### src/qs_defs.svh
`ifndef QS_DEFS_SVH
`define QS_DEFS_SVH
// ----------------------------------------
// Timing
// ----------------------------------------
`define QS_CLK_HZ 50_000_000
`define QS_TIMEOUT_S 30
`define QS_TIMEOUT_CYCLES (`QS_TIMEOUT_S * `QS_CLK_HZ)
// ----------------------------------------
// APB map
// ----------------------------------------
`define QS_OFS_STATUS 8'h00
`define QS_OFS_CTRL 8'h04
`define QS_OFS_STIFF 8'h08
`define QS_REG_ACT 3'h2
`define QS_REG_SAVED 3'h3
`define QS_ST_MENU 0
`define QS_ST_REJECT 1
`define QS_ST_UNKNOWN 2
`define QS_ST_MISMATCH 3
`define QS_ST_ENABLED 4
`define QS_ST_IDX 5
`define QS_ST_STATE 8
`define QS_CTRL_LOCK 0
// ----------------------------------------
// Parameter slots
// ----------------------------------------
`define QS_NUM_PARAMS 7
`define QS_IDX_SAVE 3'h0
`define QS_IDX_MODEL 3'h1
`define QS_IDX_CMD 3'h2
`define QS_IDX_NUM 3'h3
`define QS_IDX_DEN 3'h4
`define QS_IDX_PACK 3'h5
`define QS_IDX_HOME 3'h6
`define QS_IDX_LAST 3'h6
// ----------------------------------------
// Reset values and codes
// ----------------------------------------
`define QS_RST_SAVE 16'h0000
`define QS_RST_MODEL 16'h0000
`define QS_RST_CMD 16'h0001
`define QS_RST_GEAR 16'h03e8
`define QS_RST_PACK 16'h1001
`define QS_RST_HOME 16'h0000
`define QS_RST_STIFF 5'h0a
`define QS_STIFF_SCREW 5'h0d
`define QS_CMD_AB 4'h2
`define QS_CMD_HOST 4'h8
`define QS_MODE_PULSE 8'hfc
`define QS_SAVE_STORE 16'h0001
`define QS_SAVE_BOOT 16'h0002
`define QS_BOOT_ONLY 16'h0003
`define QS_SAVE_INIT 16'h000a
`define QS_LOAD_SCREW 4'h2
`define QS_DIGIT_MAX2 4'h2
`define QS_DIGIT_MAX1 4'h1
`define QS_DEC_LIMIT 16'h270f
`define QS_ALL_F 16'hffff
`define QS_PACK_LIMIT_BIT 8
`define QS_PACK_POL_BIT 12
// ----------------------------------------
// Keys
// ----------------------------------------
`define QS_NUM_KEYS 5
`define QS_KEY_MENU 0
`define QS_KEY_NEXT 1
`define QS_KEY_UP 2
`define QS_KEY_DOWN 3
`define QS_KEY_SET 4
`endif

### src/qs_pkg.sv
`include "qs_defs.svh"
`default_nettype none
package qs_pkg;
	typedef enum logic [1:0] {st_idle = 2'h0, st_browse = 2'h1, st_edit = 2'h3} menu_st_e;
	typedef logic [15:0] val_t;
	typedef struct packed {
		logic home_sensor;
		logic limit_neg;
		logic limit_pos;
		logic home_start;
		logic fault_reset;
		logic enable;
	} io_func_s;
	typedef struct packed {
		logic fault;
		logic zero_speed;
		logic pos_reached;
		logic brake;
		logic ready;
	} drv_status_s;
	typedef struct packed {
		logic [6:0] d1;
		logic [6:0] d2;
		io_func_s func;
		logic [4:0] dout;
	} io_state_s;
	typedef struct packed {
		logic [31:0] cnt;
		logic expire;
	} tmr_state_s;
	typedef struct packed {
		menu_st_e st;
		logic [2:0] idx;
		val_t edit;
		val_t [`QS_NUM_PARAMS-1:0] act;
		val_t [`QS_NUM_PARAMS-1:0] saved;
		logic reject;
		logic mismatch;
		logic key_lock;
		logic [`QS_NUM_KEYS-1:0] k1;
		logic [`QS_NUM_KEYS-1:0] k2;
		logic [`QS_NUM_KEYS-1:0] kp;
		logic [4:0] stiff;
		logic recompute;
		logic reboot;
		logic [7:0] wmode;
		logic gear_en;
		val_t disp;
		logic disp_hex;
		logic disp_flash;
		logic [31:0] prdata;
	} menu_state_s;
endpackage : qs_pkg
`default_nettype wire

### src/idle_timer.sv
`include "qs_defs.svh"
`default_nettype none
module idle_timer
	import qs_pkg::*;
#(
	parameter int unsigned CYCLES = `QS_TIMEOUT_CYCLES
) (
	input wire logic mclk,
	input wire logic rst,
	input wire logic ce,
	input wire logic run,
	input wire logic kick,
	output logic expire
);
	localparam logic [31:0] TOP = 32'(CYCLES - 1);
	tmr_state_s s;
	tmr_state_s n;

	// Any key, or leaving the menu, restarts the count
	always_comb begin
		n = s;
		n.expire = 1'b0;
		if (kick || !run) begin
			n.cnt = '0;
		end else if (s.cnt == TOP) begin
			n.cnt = '0;
			n.expire = 1'b1;
		end else begin
			n.cnt = s.cnt + 32'h0000_0001;
		end
	end

	always_ff @(posedge mclk) begin
		if (rst) begin
			s <= '0;
		end else if (ce) begin
			s <= n;
		end
	end

	assign expire = s.expire;
endmodule : idle_timer
`default_nettype wire

### src/io_map.sv
`include "qs_defs.svh"
`default_nettype none
module io_map
	import qs_pkg::*;
(
	input wire logic mclk,
	input wire logic rst,
	input wire logic ce,
	input wire logic [3:0] cmd_type,
	input wire logic limit_off,
	input wire logic fault_open,
	input wire logic [6:0] din_pins,
	input wire drv_status_s status,
	output io_func_s din_func,
	output logic [4:0] dout_pins
);
	io_state_s s;
	io_state_s n;
	logic pulse;

	// Pulse types own inputs 1 to 3; host control frees them
	assign pulse = cmd_type <= `QS_CMD_AB;

	always_comb begin
		n = s;
		n.d1 = din_pins;
		n.d2 = s.d1;
		n.func.enable = pulse & s.d2[0];
		n.func.fault_reset = pulse & s.d2[1];
		n.func.home_start = pulse & s.d2[2];
		n.func.limit_pos = ~limit_off & s.d2[3];
		n.func.limit_neg = ~limit_off & s.d2[4];
		n.func.home_sensor = s.d2[6];
		// Input 6 carries no default function
		n.dout[0] = status.ready;
		n.dout[1] = status.brake;
		n.dout[2] = status.pos_reached;
		n.dout[3] = status.zero_speed;
		n.dout[4] = fault_open ? status.fault : ~status.fault;
	end

	always_ff @(posedge mclk) begin
		if (rst) begin
			s <= '0;
		end else if (ce) begin
			s <= n;
		end
	end

	assign din_func = s.func;
	assign dout_pins = s.dout;
endmodule : io_map
`default_nettype wire

### src/quick_setup_parameter_menu.sv
// Added by the designer: the placing of the registers and the APB interface to the registers.
`include "qs_defs.svh"
`default_nettype none
module quick_setup_parameter_menu
	import qs_pkg::*;
#(
	parameter int unsigned TIMEOUT_CYCLES = `QS_TIMEOUT_CYCLES
) (
	input wire logic mclk,
	input wire logic rst,
	input wire logic ce,
	input wire logic psel,
	input wire logic penable,
	input wire logic pwrite,
	input wire logic [7:0] paddr,
	input wire logic [31:0] pwdata,
	output logic [31:0] prdata,
	output logic pready,
	output logic pslverr,
	input wire logic [`QS_NUM_KEYS-1:0] keys,
	input wire logic drive_enabled,
	input wire logic attached_valid,
	input wire logic [15:0] attached_model,
	input wire logic inertia_done,
	input wire logic [4:0] inertia_stiffness,
	input wire logic [7:0] comm_work_mode,
	input wire logic [6:0] din_pins,
	input wire drv_status_s drv_status,
	output io_func_s din_func,
	output logic [4:0] dout_pins,
	output logic [15:0] disp_digits,
	output logic disp_hex,
	output logic disp_flash,
	output logic reject_ind,
	output logic mismatch_fault,
	output logic menu_active,
	output logic [7:0] work_mode,
	output logic gear_enable,
	output logic [15:0] gear_numerator,
	output logic [15:0] gear_denominator,
	output logic [3:0] load_type,
	output logic [3:0] application,
	output logic [4:0] stiffness_level,
	output logic loop_recompute,
	output logic reboot_req
);
	// ----------------------------------------
	// Constants and helpers
	// ----------------------------------------
	localparam val_t [`QS_NUM_PARAMS-1:0] DEF_ACT = {`QS_RST_HOME, `QS_RST_PACK, `QS_RST_GEAR,
		`QS_RST_GEAR, `QS_RST_CMD, `QS_RST_MODEL, `QS_RST_SAVE};
	localparam menu_state_s RST_STATE = '{st: st_idle, act: DEF_ACT, saved: DEF_ACT,
		stiff: `QS_RST_STIFF, wmode: `QS_MODE_PULSE, gear_en: 1'b1, default: '0};

	// Permitted values per slot; motor and homing take any code
	function automatic logic in_range(input logic [2:0] i, input val_t v);
		case (i)
			`QS_IDX_SAVE: return v == `QS_SAVE_STORE || v == `QS_SAVE_BOOT ||
				v == `QS_BOOT_ONLY || v == `QS_SAVE_INIT;
			`QS_IDX_CMD: return v[15:4] == 12'h000 && (v[3:0] <= `QS_CMD_AB || v[3:0] == `QS_CMD_HOST);
			`QS_IDX_NUM, `QS_IDX_DEN: return v != 16'h0000;
			`QS_IDX_PACK: return v[15:12] <= `QS_DIGIT_MAX1 && v[11:8] <= `QS_DIGIT_MAX1 &&
				v[7:4] <= `QS_DIGIT_MAX2 && v[3:0] <= `QS_DIGIT_MAX2;
			default: return 1'b1;
		endcase
	endfunction : in_range

	// Binary to four BCD digits by shift-and-add-three
	function automatic val_t to_bcd(input logic [13:0] b);
		logic [29:0] sh;
		sh = {16'h0000, b};
		for (int k = 0; k < 14; k++) begin
			for (int d = 0; d < 4; d++) begin
				if (sh[14 + 4 * d +: 4] >= 4'h5) begin
					sh[14 + 4 * d +: 4] = sh[14 + 4 * d +: 4] + 4'h3;
				end
			end
			sh = {sh[28:0], 1'b0};
		end
		return sh[29:14];
	endfunction : to_bcd

	// Wide slots follow the decimal/hex display rule
	function automatic logic numeric_slot(input logic [2:0] i);
		return i == `QS_IDX_NUM || i == `QS_IDX_DEN || i == `QS_IDX_HOME;
	endfunction : numeric_slot

	// ----------------------------------------
	// State and events
	// ----------------------------------------
	menu_state_s s;
	menu_state_s n;
	logic [`QS_NUM_KEYS-1:0] press;
	logic set_try;
	logic blocked;
	logic accept;
	logic save_go;
	logic expire;
	logic apb_setup;
	logic apb_wr;
	logic addr_ok;

	// Key edges come from the second sync stage only
	assign press = s.k2 & ~s.kp & {`QS_NUM_KEYS{~s.key_lock}};
	assign set_try = s.st == st_edit && press[`QS_KEY_SET];
	// Enabled drive or bad value: refuse, keep both copies
	assign blocked = set_try && (drive_enabled || !in_range(s.idx, s.edit));
	assign accept = set_try && !blocked;
	assign save_go = accept && s.idx == `QS_IDX_SAVE;

	// APB decode; zero wait states
	assign apb_setup = psel && !penable;
	assign apb_wr = psel && penable && pwrite;
	assign addr_ok = paddr == `QS_OFS_STATUS || paddr == `QS_OFS_CTRL || paddr == `QS_OFS_STIFF ||
		((paddr[7:5] == `QS_REG_ACT || paddr[7:5] == `QS_REG_SAVED) &&
		paddr[4:2] <= `QS_IDX_LAST && paddr[1:0] == 2'h0);

	idle_timer #(
		.CYCLES(TIMEOUT_CYCLES)
	) u_idle_timer (
		.mclk(mclk),
		.rst(rst),
		.ce(ce),
		.run(s.st != st_idle),
		.kick(|press),
		.expire(expire)
	);

	// ----------------------------------------
	// Next state
	// ----------------------------------------
	always_comb begin
		val_t shown;
		shown = (s.st == st_edit) ? s.edit : s.act[s.idx];
		n = s;
		n.k1 = keys;
		n.k2 = s.k1;
		n.kp = s.k2;
		n.recompute = 1'b0;
		n.reboot = 1'b0;

		// Menu walk: browse slots, edit one, confirm or back out
		case (s.st)
			st_idle: begin
				if (press[`QS_KEY_MENU]) begin
					n.st = st_browse;
					n.idx = `QS_IDX_SAVE;
				end
			end
			st_browse: begin
				if (press[`QS_KEY_MENU]) begin
					n.st = st_idle;
				end else if (press[`QS_KEY_NEXT]) begin
					n.idx = (s.idx == `QS_IDX_LAST) ? `QS_IDX_SAVE : s.idx + 3'h1;
				end else if (press[`QS_KEY_SET]) begin
					n.st = st_edit;
					n.edit = s.act[s.idx];
				end
			end
			st_edit: begin
				if (press[`QS_KEY_MENU] || press[`QS_KEY_SET]) begin
					n.st = st_browse;
				end else if (press[`QS_KEY_UP]) begin
					n.edit = s.edit + 16'h0001;
				end else if (press[`QS_KEY_DOWN]) begin
					n.edit = s.edit - 16'h0001;
				end
			end
			default: begin
				n.st = st_idle;
			end
		endcase
		// Idle timeout forces re-entry from the top
		if (expire) begin
			n.st = st_idle;
		end

		// Confirmed value is live at once; saved copy changes only on a store from the save slot or when a blank motor model is learned
		if (accept) begin
			n.act[s.idx] = s.edit;
		end
		if (save_go) begin
			case (s.edit)
				`QS_SAVE_STORE, `QS_SAVE_BOOT: begin
					n.saved = s.act;
					n.recompute = 1'b1;
					n.stiff = (s.act[`QS_IDX_PACK][3:0] == `QS_LOAD_SCREW) ? `QS_STIFF_SCREW : `QS_RST_STIFF;
					n.reboot = s.edit == `QS_SAVE_BOOT;
				end
				`QS_BOOT_ONLY: begin
					n.reboot = 1'b1;
				end
				`QS_SAVE_INIT: begin
					for (int i = 2; i < `QS_NUM_PARAMS; i++) begin
						n.act[i] = DEF_ACT[i];
					end
				end
				default: begin
				end
			endcase
		end

		// Motor identity: learn when blank, else compare
		if (attached_valid) begin
			if (s.saved[`QS_IDX_MODEL] == `QS_RST_MODEL) begin
				if (attached_model != `QS_RST_MODEL) begin
					n.act[`QS_IDX_MODEL] = attached_model;
					n.saved[`QS_IDX_MODEL] = attached_model;
				end
			end else begin
				n.mismatch = attached_model != s.saved[`QS_IDX_MODEL];
			end
		end

		// A fresh inertia result overrides the load default
		if (inertia_done) begin
			n.stiff = inertia_stiffness;
		end

		// Software side: lock keys, clear refusal flag
		if (apb_wr && paddr == `QS_OFS_CTRL) begin
			n.key_lock = pwdata[`QS_CTRL_LOCK];
		end
		if (apb_wr && paddr == `QS_OFS_STATUS && pwdata[`QS_ST_REJECT]) begin
			n.reject = 1'b0;
		end
		// Set after clear so a refusal in the clear cycle survives
		if (blocked) begin
			n.reject = 1'b1;
		end

		// Mode and gear follow the live command type digit
		n.gear_en = n.act[`QS_IDX_CMD][3:0] <= `QS_CMD_AB;
		n.wmode = n.gear_en ? `QS_MODE_PULSE : comm_work_mode;

		// Display: fault flash first, then slot value
		n.disp_hex = 1'b0;
		n.disp_flash = 1'b0;
		if (s.act[`QS_IDX_MODEL] == `QS_RST_MODEL || s.mismatch) begin
			n.disp = `QS_ALL_F;
			n.disp_flash = 1'b1;
		end else if (s.st == st_idle) begin
			n.disp = 16'h0000;
		end else if (numeric_slot(s.idx) && shown > `QS_DEC_LIMIT) begin
			n.disp = shown;
			n.disp_hex = 1'b1;
		end else if (numeric_slot(s.idx)) begin
			n.disp = to_bcd(shown[13:0]);
		end else begin
			n.disp = shown;
		end

		// Read data captured in the setup phase
		if (apb_setup) begin
			n.prdata = 32'h0000_0000;
			if (paddr == `QS_OFS_STATUS) begin
				n.prdata[`QS_ST_MENU] = s.st != st_idle;
				n.prdata[`QS_ST_REJECT] = s.reject;
				n.prdata[`QS_ST_UNKNOWN] = s.act[`QS_IDX_MODEL] == `QS_RST_MODEL;
				n.prdata[`QS_ST_MISMATCH] = s.mismatch;
				n.prdata[`QS_ST_ENABLED] = drive_enabled;
				n.prdata[`QS_ST_IDX +: 3] = s.idx;
				n.prdata[`QS_ST_STATE +: 2] = s.st;
			end else if (paddr == `QS_OFS_CTRL) begin
				n.prdata[`QS_CTRL_LOCK] = s.key_lock;
			end else if (paddr == `QS_OFS_STIFF) begin
				n.prdata[4:0] = s.stiff;
			end else if (addr_ok && paddr[7:5] == `QS_REG_ACT) begin
				n.prdata[15:0] = s.act[paddr[4:2]];
			end else if (addr_ok) begin
				n.prdata[15:0] = s.saved[paddr[4:2]];
			end
		end
	end

	// Synchronous reset wins over the clock enable
	always_ff @(posedge mclk) begin
		if (rst) begin
			s <= RST_STATE;
		end else if (ce) begin
			s <= n;
		end
	end

	// ----------------------------------------
	// Outputs
	// ----------------------------------------
	assign pready = 1'b1;
	assign pslverr = psel && penable && !addr_ok;
	assign prdata = s.prdata;
	assign disp_digits = s.disp;
	assign disp_hex = s.disp_hex;
	assign disp_flash = s.disp_flash;
	assign reject_ind = s.reject;
	assign mismatch_fault = s.mismatch;
	assign menu_active = s.st != st_idle;
	assign work_mode = s.wmode;
	assign gear_enable = s.gear_en;
	assign gear_numerator = s.act[`QS_IDX_NUM];
	assign gear_denominator = s.act[`QS_IDX_DEN];
	assign load_type = s.act[`QS_IDX_PACK][3:0];
	assign application = s.act[`QS_IDX_PACK][7:4];
	assign stiffness_level = s.stiff;
	assign loop_recompute = s.recompute;
	assign reboot_req = s.reboot;

	io_map u_io_map (
		.mclk(mclk),
		.rst(rst),
		.ce(ce),
		.cmd_type(s.act[`QS_IDX_CMD][3:0]),
		.limit_off(s.act[`QS_IDX_PACK][`QS_PACK_LIMIT_BIT]),
		.fault_open(s.act[`QS_IDX_PACK][`QS_PACK_POL_BIT]),
		.din_pins(din_pins),
		.status(drv_status),
		.din_func(din_func),
		.dout_pins(dout_pins)
	);
endmodule : quick_setup_parameter_menu
`default_nettype wire

### config.mk
export PLATFORM = sky130hd
export DESIGN_NAME = quick_setup_parameter_menu
export DESIGN_NICKNAME = d
export VERILOG_FILES = /design/src/qs_pkg.sv /design/src/idle_timer.sv /design/src/io_map.sv /design/src/quick_setup_parameter_menu.sv
export VERILOG_INCLUDE_DIRS = /design/src
export SDC_FILE = /design/constraint.sdc
export NUM_CORES = 1
export LEC_CHECK = 0
export BUFFER_PORTS_ARGS = -buffer_cell sky130_fd_sc_hd__buf_2
export CORE_AREA = 2 2 226 228
export CTS_CLUSTER_SIZE = 8
export DETAILED_ROUTE_END_ITERATION = 7
export DIE_AREA = 0 0 228 230
export HOLD_SLACK_MARGIN = 0.08
export SETUP_SLACK_MARGIN = 0.2
export SYNTH_ARGS = -nofsm -noshare
export SYNTH_HDL_FRONTEND = slang
export SYNTH_SLANG_ARGS = --single-unit
### constraint.sdc
create_clock -name mclk -period 15.78 [get_ports mclk]
set_input_delay 2.367 -clock mclk [delete_from_list [all_inputs] [get_ports mclk]]
set_output_delay 2.367 -clock mclk [all_outputs]
set_load 0.1 [all_outputs]
==> key figures <==
Critical path
  • Critical path startpoint: s[325]
  • Crit path kind: flop to flop
  • CP startpoint kind: flop
  • R2R setup slack: 2540 ps
  • Crit-path slowest cell: dfxtp_2
  • Cell family with most CP delay: simple AND/OR/NAND/NOR gates
  • Critical Path RT: about 16000 ps
  • Worst path depth: 61
  • Setup crit end: disp_digits[6]
  • R2r startpoint: s[325]
  • Worst r2r dst: disp_digits[6]
  • Crit-path max cell delay: 810 ps
  • Buf/Inv on CP: 10
  • Worst r2r path cells: between 60 and 70
  • Worst EP arrival: 13700 ps
  • Critical Path Fanout Max: 23
  • Crit path capture type: flop
  • CP most frequent cell: ha_1

Timing
  • Tcrit/Tclk final: 0.839
  • Unrepaired setup endpoints after global routing: false
  • Final Hold Fails: 0
  • Min cycle time layout: 13240 ps
  • Clock skew: 30.9 ps
  • Final Setup Violations: 0
  • Worst-Margin Slew: 1110 ps
  • Relative slew slack: 0.263
  • Fmax: between 0.07 and 0.08 GHz
  • Fin worst setup slack: 2540 ps
  • Min Hold Slack: 450 ps
  • Slew Limit Fails: 0
  • Total negative slack: 0 ps

Yosys
  • Post-synthesis sequential area ratio: 0.332
  • #FFs+latches synth: 369
  • Synth Area per Inst: a little over 8 um2
  • Cell Area, Synth: 0.0222 mm2
  • Synth area leaders: dfxtp_1 (33%), nand2_1 (6.4%), mux4_2 (6.0%)
  • Synth warn: 0
  • Synth top area share: 0.332
  • Synth Flop Type: dfxtp_1
  • Top-count cell post-synth: nand2_1
  • Post-synth EDFFs: 0
  • Commonest cells in the netlist: nand2_1 (381), dfxtp_1 (369), nor2_1 (291), a21oi_1 (186), clkbuf_1 (136)
  • Cell count after synthesis: roughly 2700
  • Distinct cells, synth: 102
  • Largest area contributor in the netlist: dfxtp_1
  • Asr flop ratio synth: 0

Final layout
  • Sequential cell area: about 0.0074 mm2
  • Syn-to-layout area delta: 8.40%
  • Layout cell share with drive strength beyond 1: 0.138
  • Filler cell count: 4904
  • Nets: 2849
  • Area of the multi-input gates: 0.0131 mm2

Placement
  • Port buffer count: 168
  • Pre-CTS WS: around 2800 ps
  • Gpl congestion: 0.935
  • DP Wirelength: 50400 um

Floorplanning
  • Io pins: 217
  • Row cnt: 82
  • Die width: 228 um
  • Die height: about 230 um
  • Starting density of the core: 0.446
  • Die area: 0.0524 mm2
  • Core box area: 0.0499 mm2

Global route
  • Initial antenna violation count: 4
  • Vias in the first global route: 19072
  • First-pass GRT wire length: 111000 um
  • Gr usage total: 0.264
  • Largest net degree at the start of global routing: 152
  • GR Overflow Total: 0

Detailed routing
  • Post-DR vias/cell: 5.99
  • DRC: 0
  • DRT Pass-1 Iters: 6
  • ANT nets after route: 0
  • DRT Wirelength: 70800 um
  • Avg WL per Cell: 20.9 um
  • Number of DRC markers in iteration 0: 2085
  • Vias: 20281

Clock tree
  • H-tree Lvls: 2
  • Post-CTS sizing: 0
  • Hold Buf Count CTS: 0
  • Clock latency on the worst-skew pair: 590 ps
  • # Post-CTS Setup Buffers: 0
  • Clk buf depth: 3
  • Clock transition at path regs: approximately 50 ps
  • TritonCTS clock tree: built
  • CTS root buf: clkbuf_16
  • CTS Buf Count: 52
  • Clock Sinks: ~370

Power and ir drop
  • Power Total: 2700 uW
  • VDD IR max: between 100 and 150 uV
  • PwrDens: 112 mW/mm2
  • Lkg Pwr: 0.00911 uW

Job
  • Max Cap Viol: 0

Status
  • Status: completed

Hold path
  • Hold Path Class: flop to flop
==> cells in the final DEF, fill, tap and decap left out, types with 19 or more instances in the layout <==
master,n
nand4_1,29
xnor2_1,34
a22oi_1,65
xor2_1,22
a31oi_1,22
nand2_1,381
nor3_1,54
mux2i_1,130
nor2_1,290
nand3_1,49
o22ai_1,59
nor4_1,23
o21ai_0,92
dfxtp_1,367
ha_1,44
a211oi_1,44
clkbuf_16,52
inv_1,75
and2_1,48
a21oi_1,186
mux4_2,59
buf_2,164
nand2b_1,36
buf_4,33
and3_1,19
==> registers in the layout, indices dropped and copies added, names as in the netlist, 6 cells and up, named ones only <==
| name | flops |
|---|---|
| gear_numerator | 16 |
| u_io_map.n | 7 |
| prdata | 16 |
| gear_denominator | 16 |
| u_io_map.din_func | 6 |
| u_idle_timer.s | 32 |
| disp_digits | 16 |
| n | 10 |
| work_mode | 8 |
| s | 195 |
==> per-layer routing <==
metal	wire length (um)	GRT usage	share of wire
met5	40	0	0.00056
met4	2440	0.0970	0.034
met3	5420	0.0489	0.077
met2	31200	0.408	0.44
met1	31800	0.367	0.45
==> how the worst min path moves through the flow <==
stage,end,slack (ps),start,depth (start not counted)
final,s[132],450,s[132],2
after global routing,s[181],470,s[181],2
after CTS,prdata[0],450,prdata[0],2
after detailed placement,prdata[0],440,prdata[0],2
after global placement,disp_flash,430,disp_flash,1
after floorplan,s[116],430,s[116],2
==> report_power, final <==
part	leakage (uW)	total [uW]	switching (uW)	internal [uW]
Combinational	0.00545	635	454	182
Sequential	0.00299	1070	75.7	993
Clock	0.000670	991	400	591
Total	0.00911	2700	929	1770
==> worst reg2reg max path, delay by kind of cell, from the launching register on <==
kind | cells | cell delay [ps]
buf+inv | 10 | 1080
fa+ha+maj | 11 | 2650
flops | 1 | 810
simple gates | 24 | 4410
compound gates | 9 | 2520
mux | 3 | 790
xor+xnor | 4 | 890
==> stage by stage <==
| stage | area [um2] | std cells | utilization |
|---|---|---|---|
| 2_1_floorplan | 22300 | 2737 | - |
| 3_3_place_gp | 22700 | 3327 | 0.456 |
| 3_5_place_dp | 22700 | 3327 | 0.456 |
| 4_1_cts | 24100 | 3383 | 0.483 |
| 5_1_grt | 24100 | 3383 | 0.483 |
| 6_report | 24100 | 3385 | 0.483 |
==> logic make-up after synthesis <==
group / share of synthesized area
muxes: 0.126
xor gates and xnor gates: 0.0228
adders and majority gates: 0.0253
DFF: 0.332
buffers and inverters: 0.0820
other: 0.000338
and+or+nand+nor: 0.213
AOI/OAI and AO/OA: 0.199
==> layout make-up <==
cell class                 instances  area share
antenna                            2    0.000208
clock buffer                      52      0.0540
clock inverter                     4     0.00249
inverter                          79      0.0123
multi-input combinational       2008       0.544
sequential                       369       0.307
tap                              672      0.0349
timing repair buffer             199      0.0455
No activity file was read; power rests on OpenSTA's default activity.
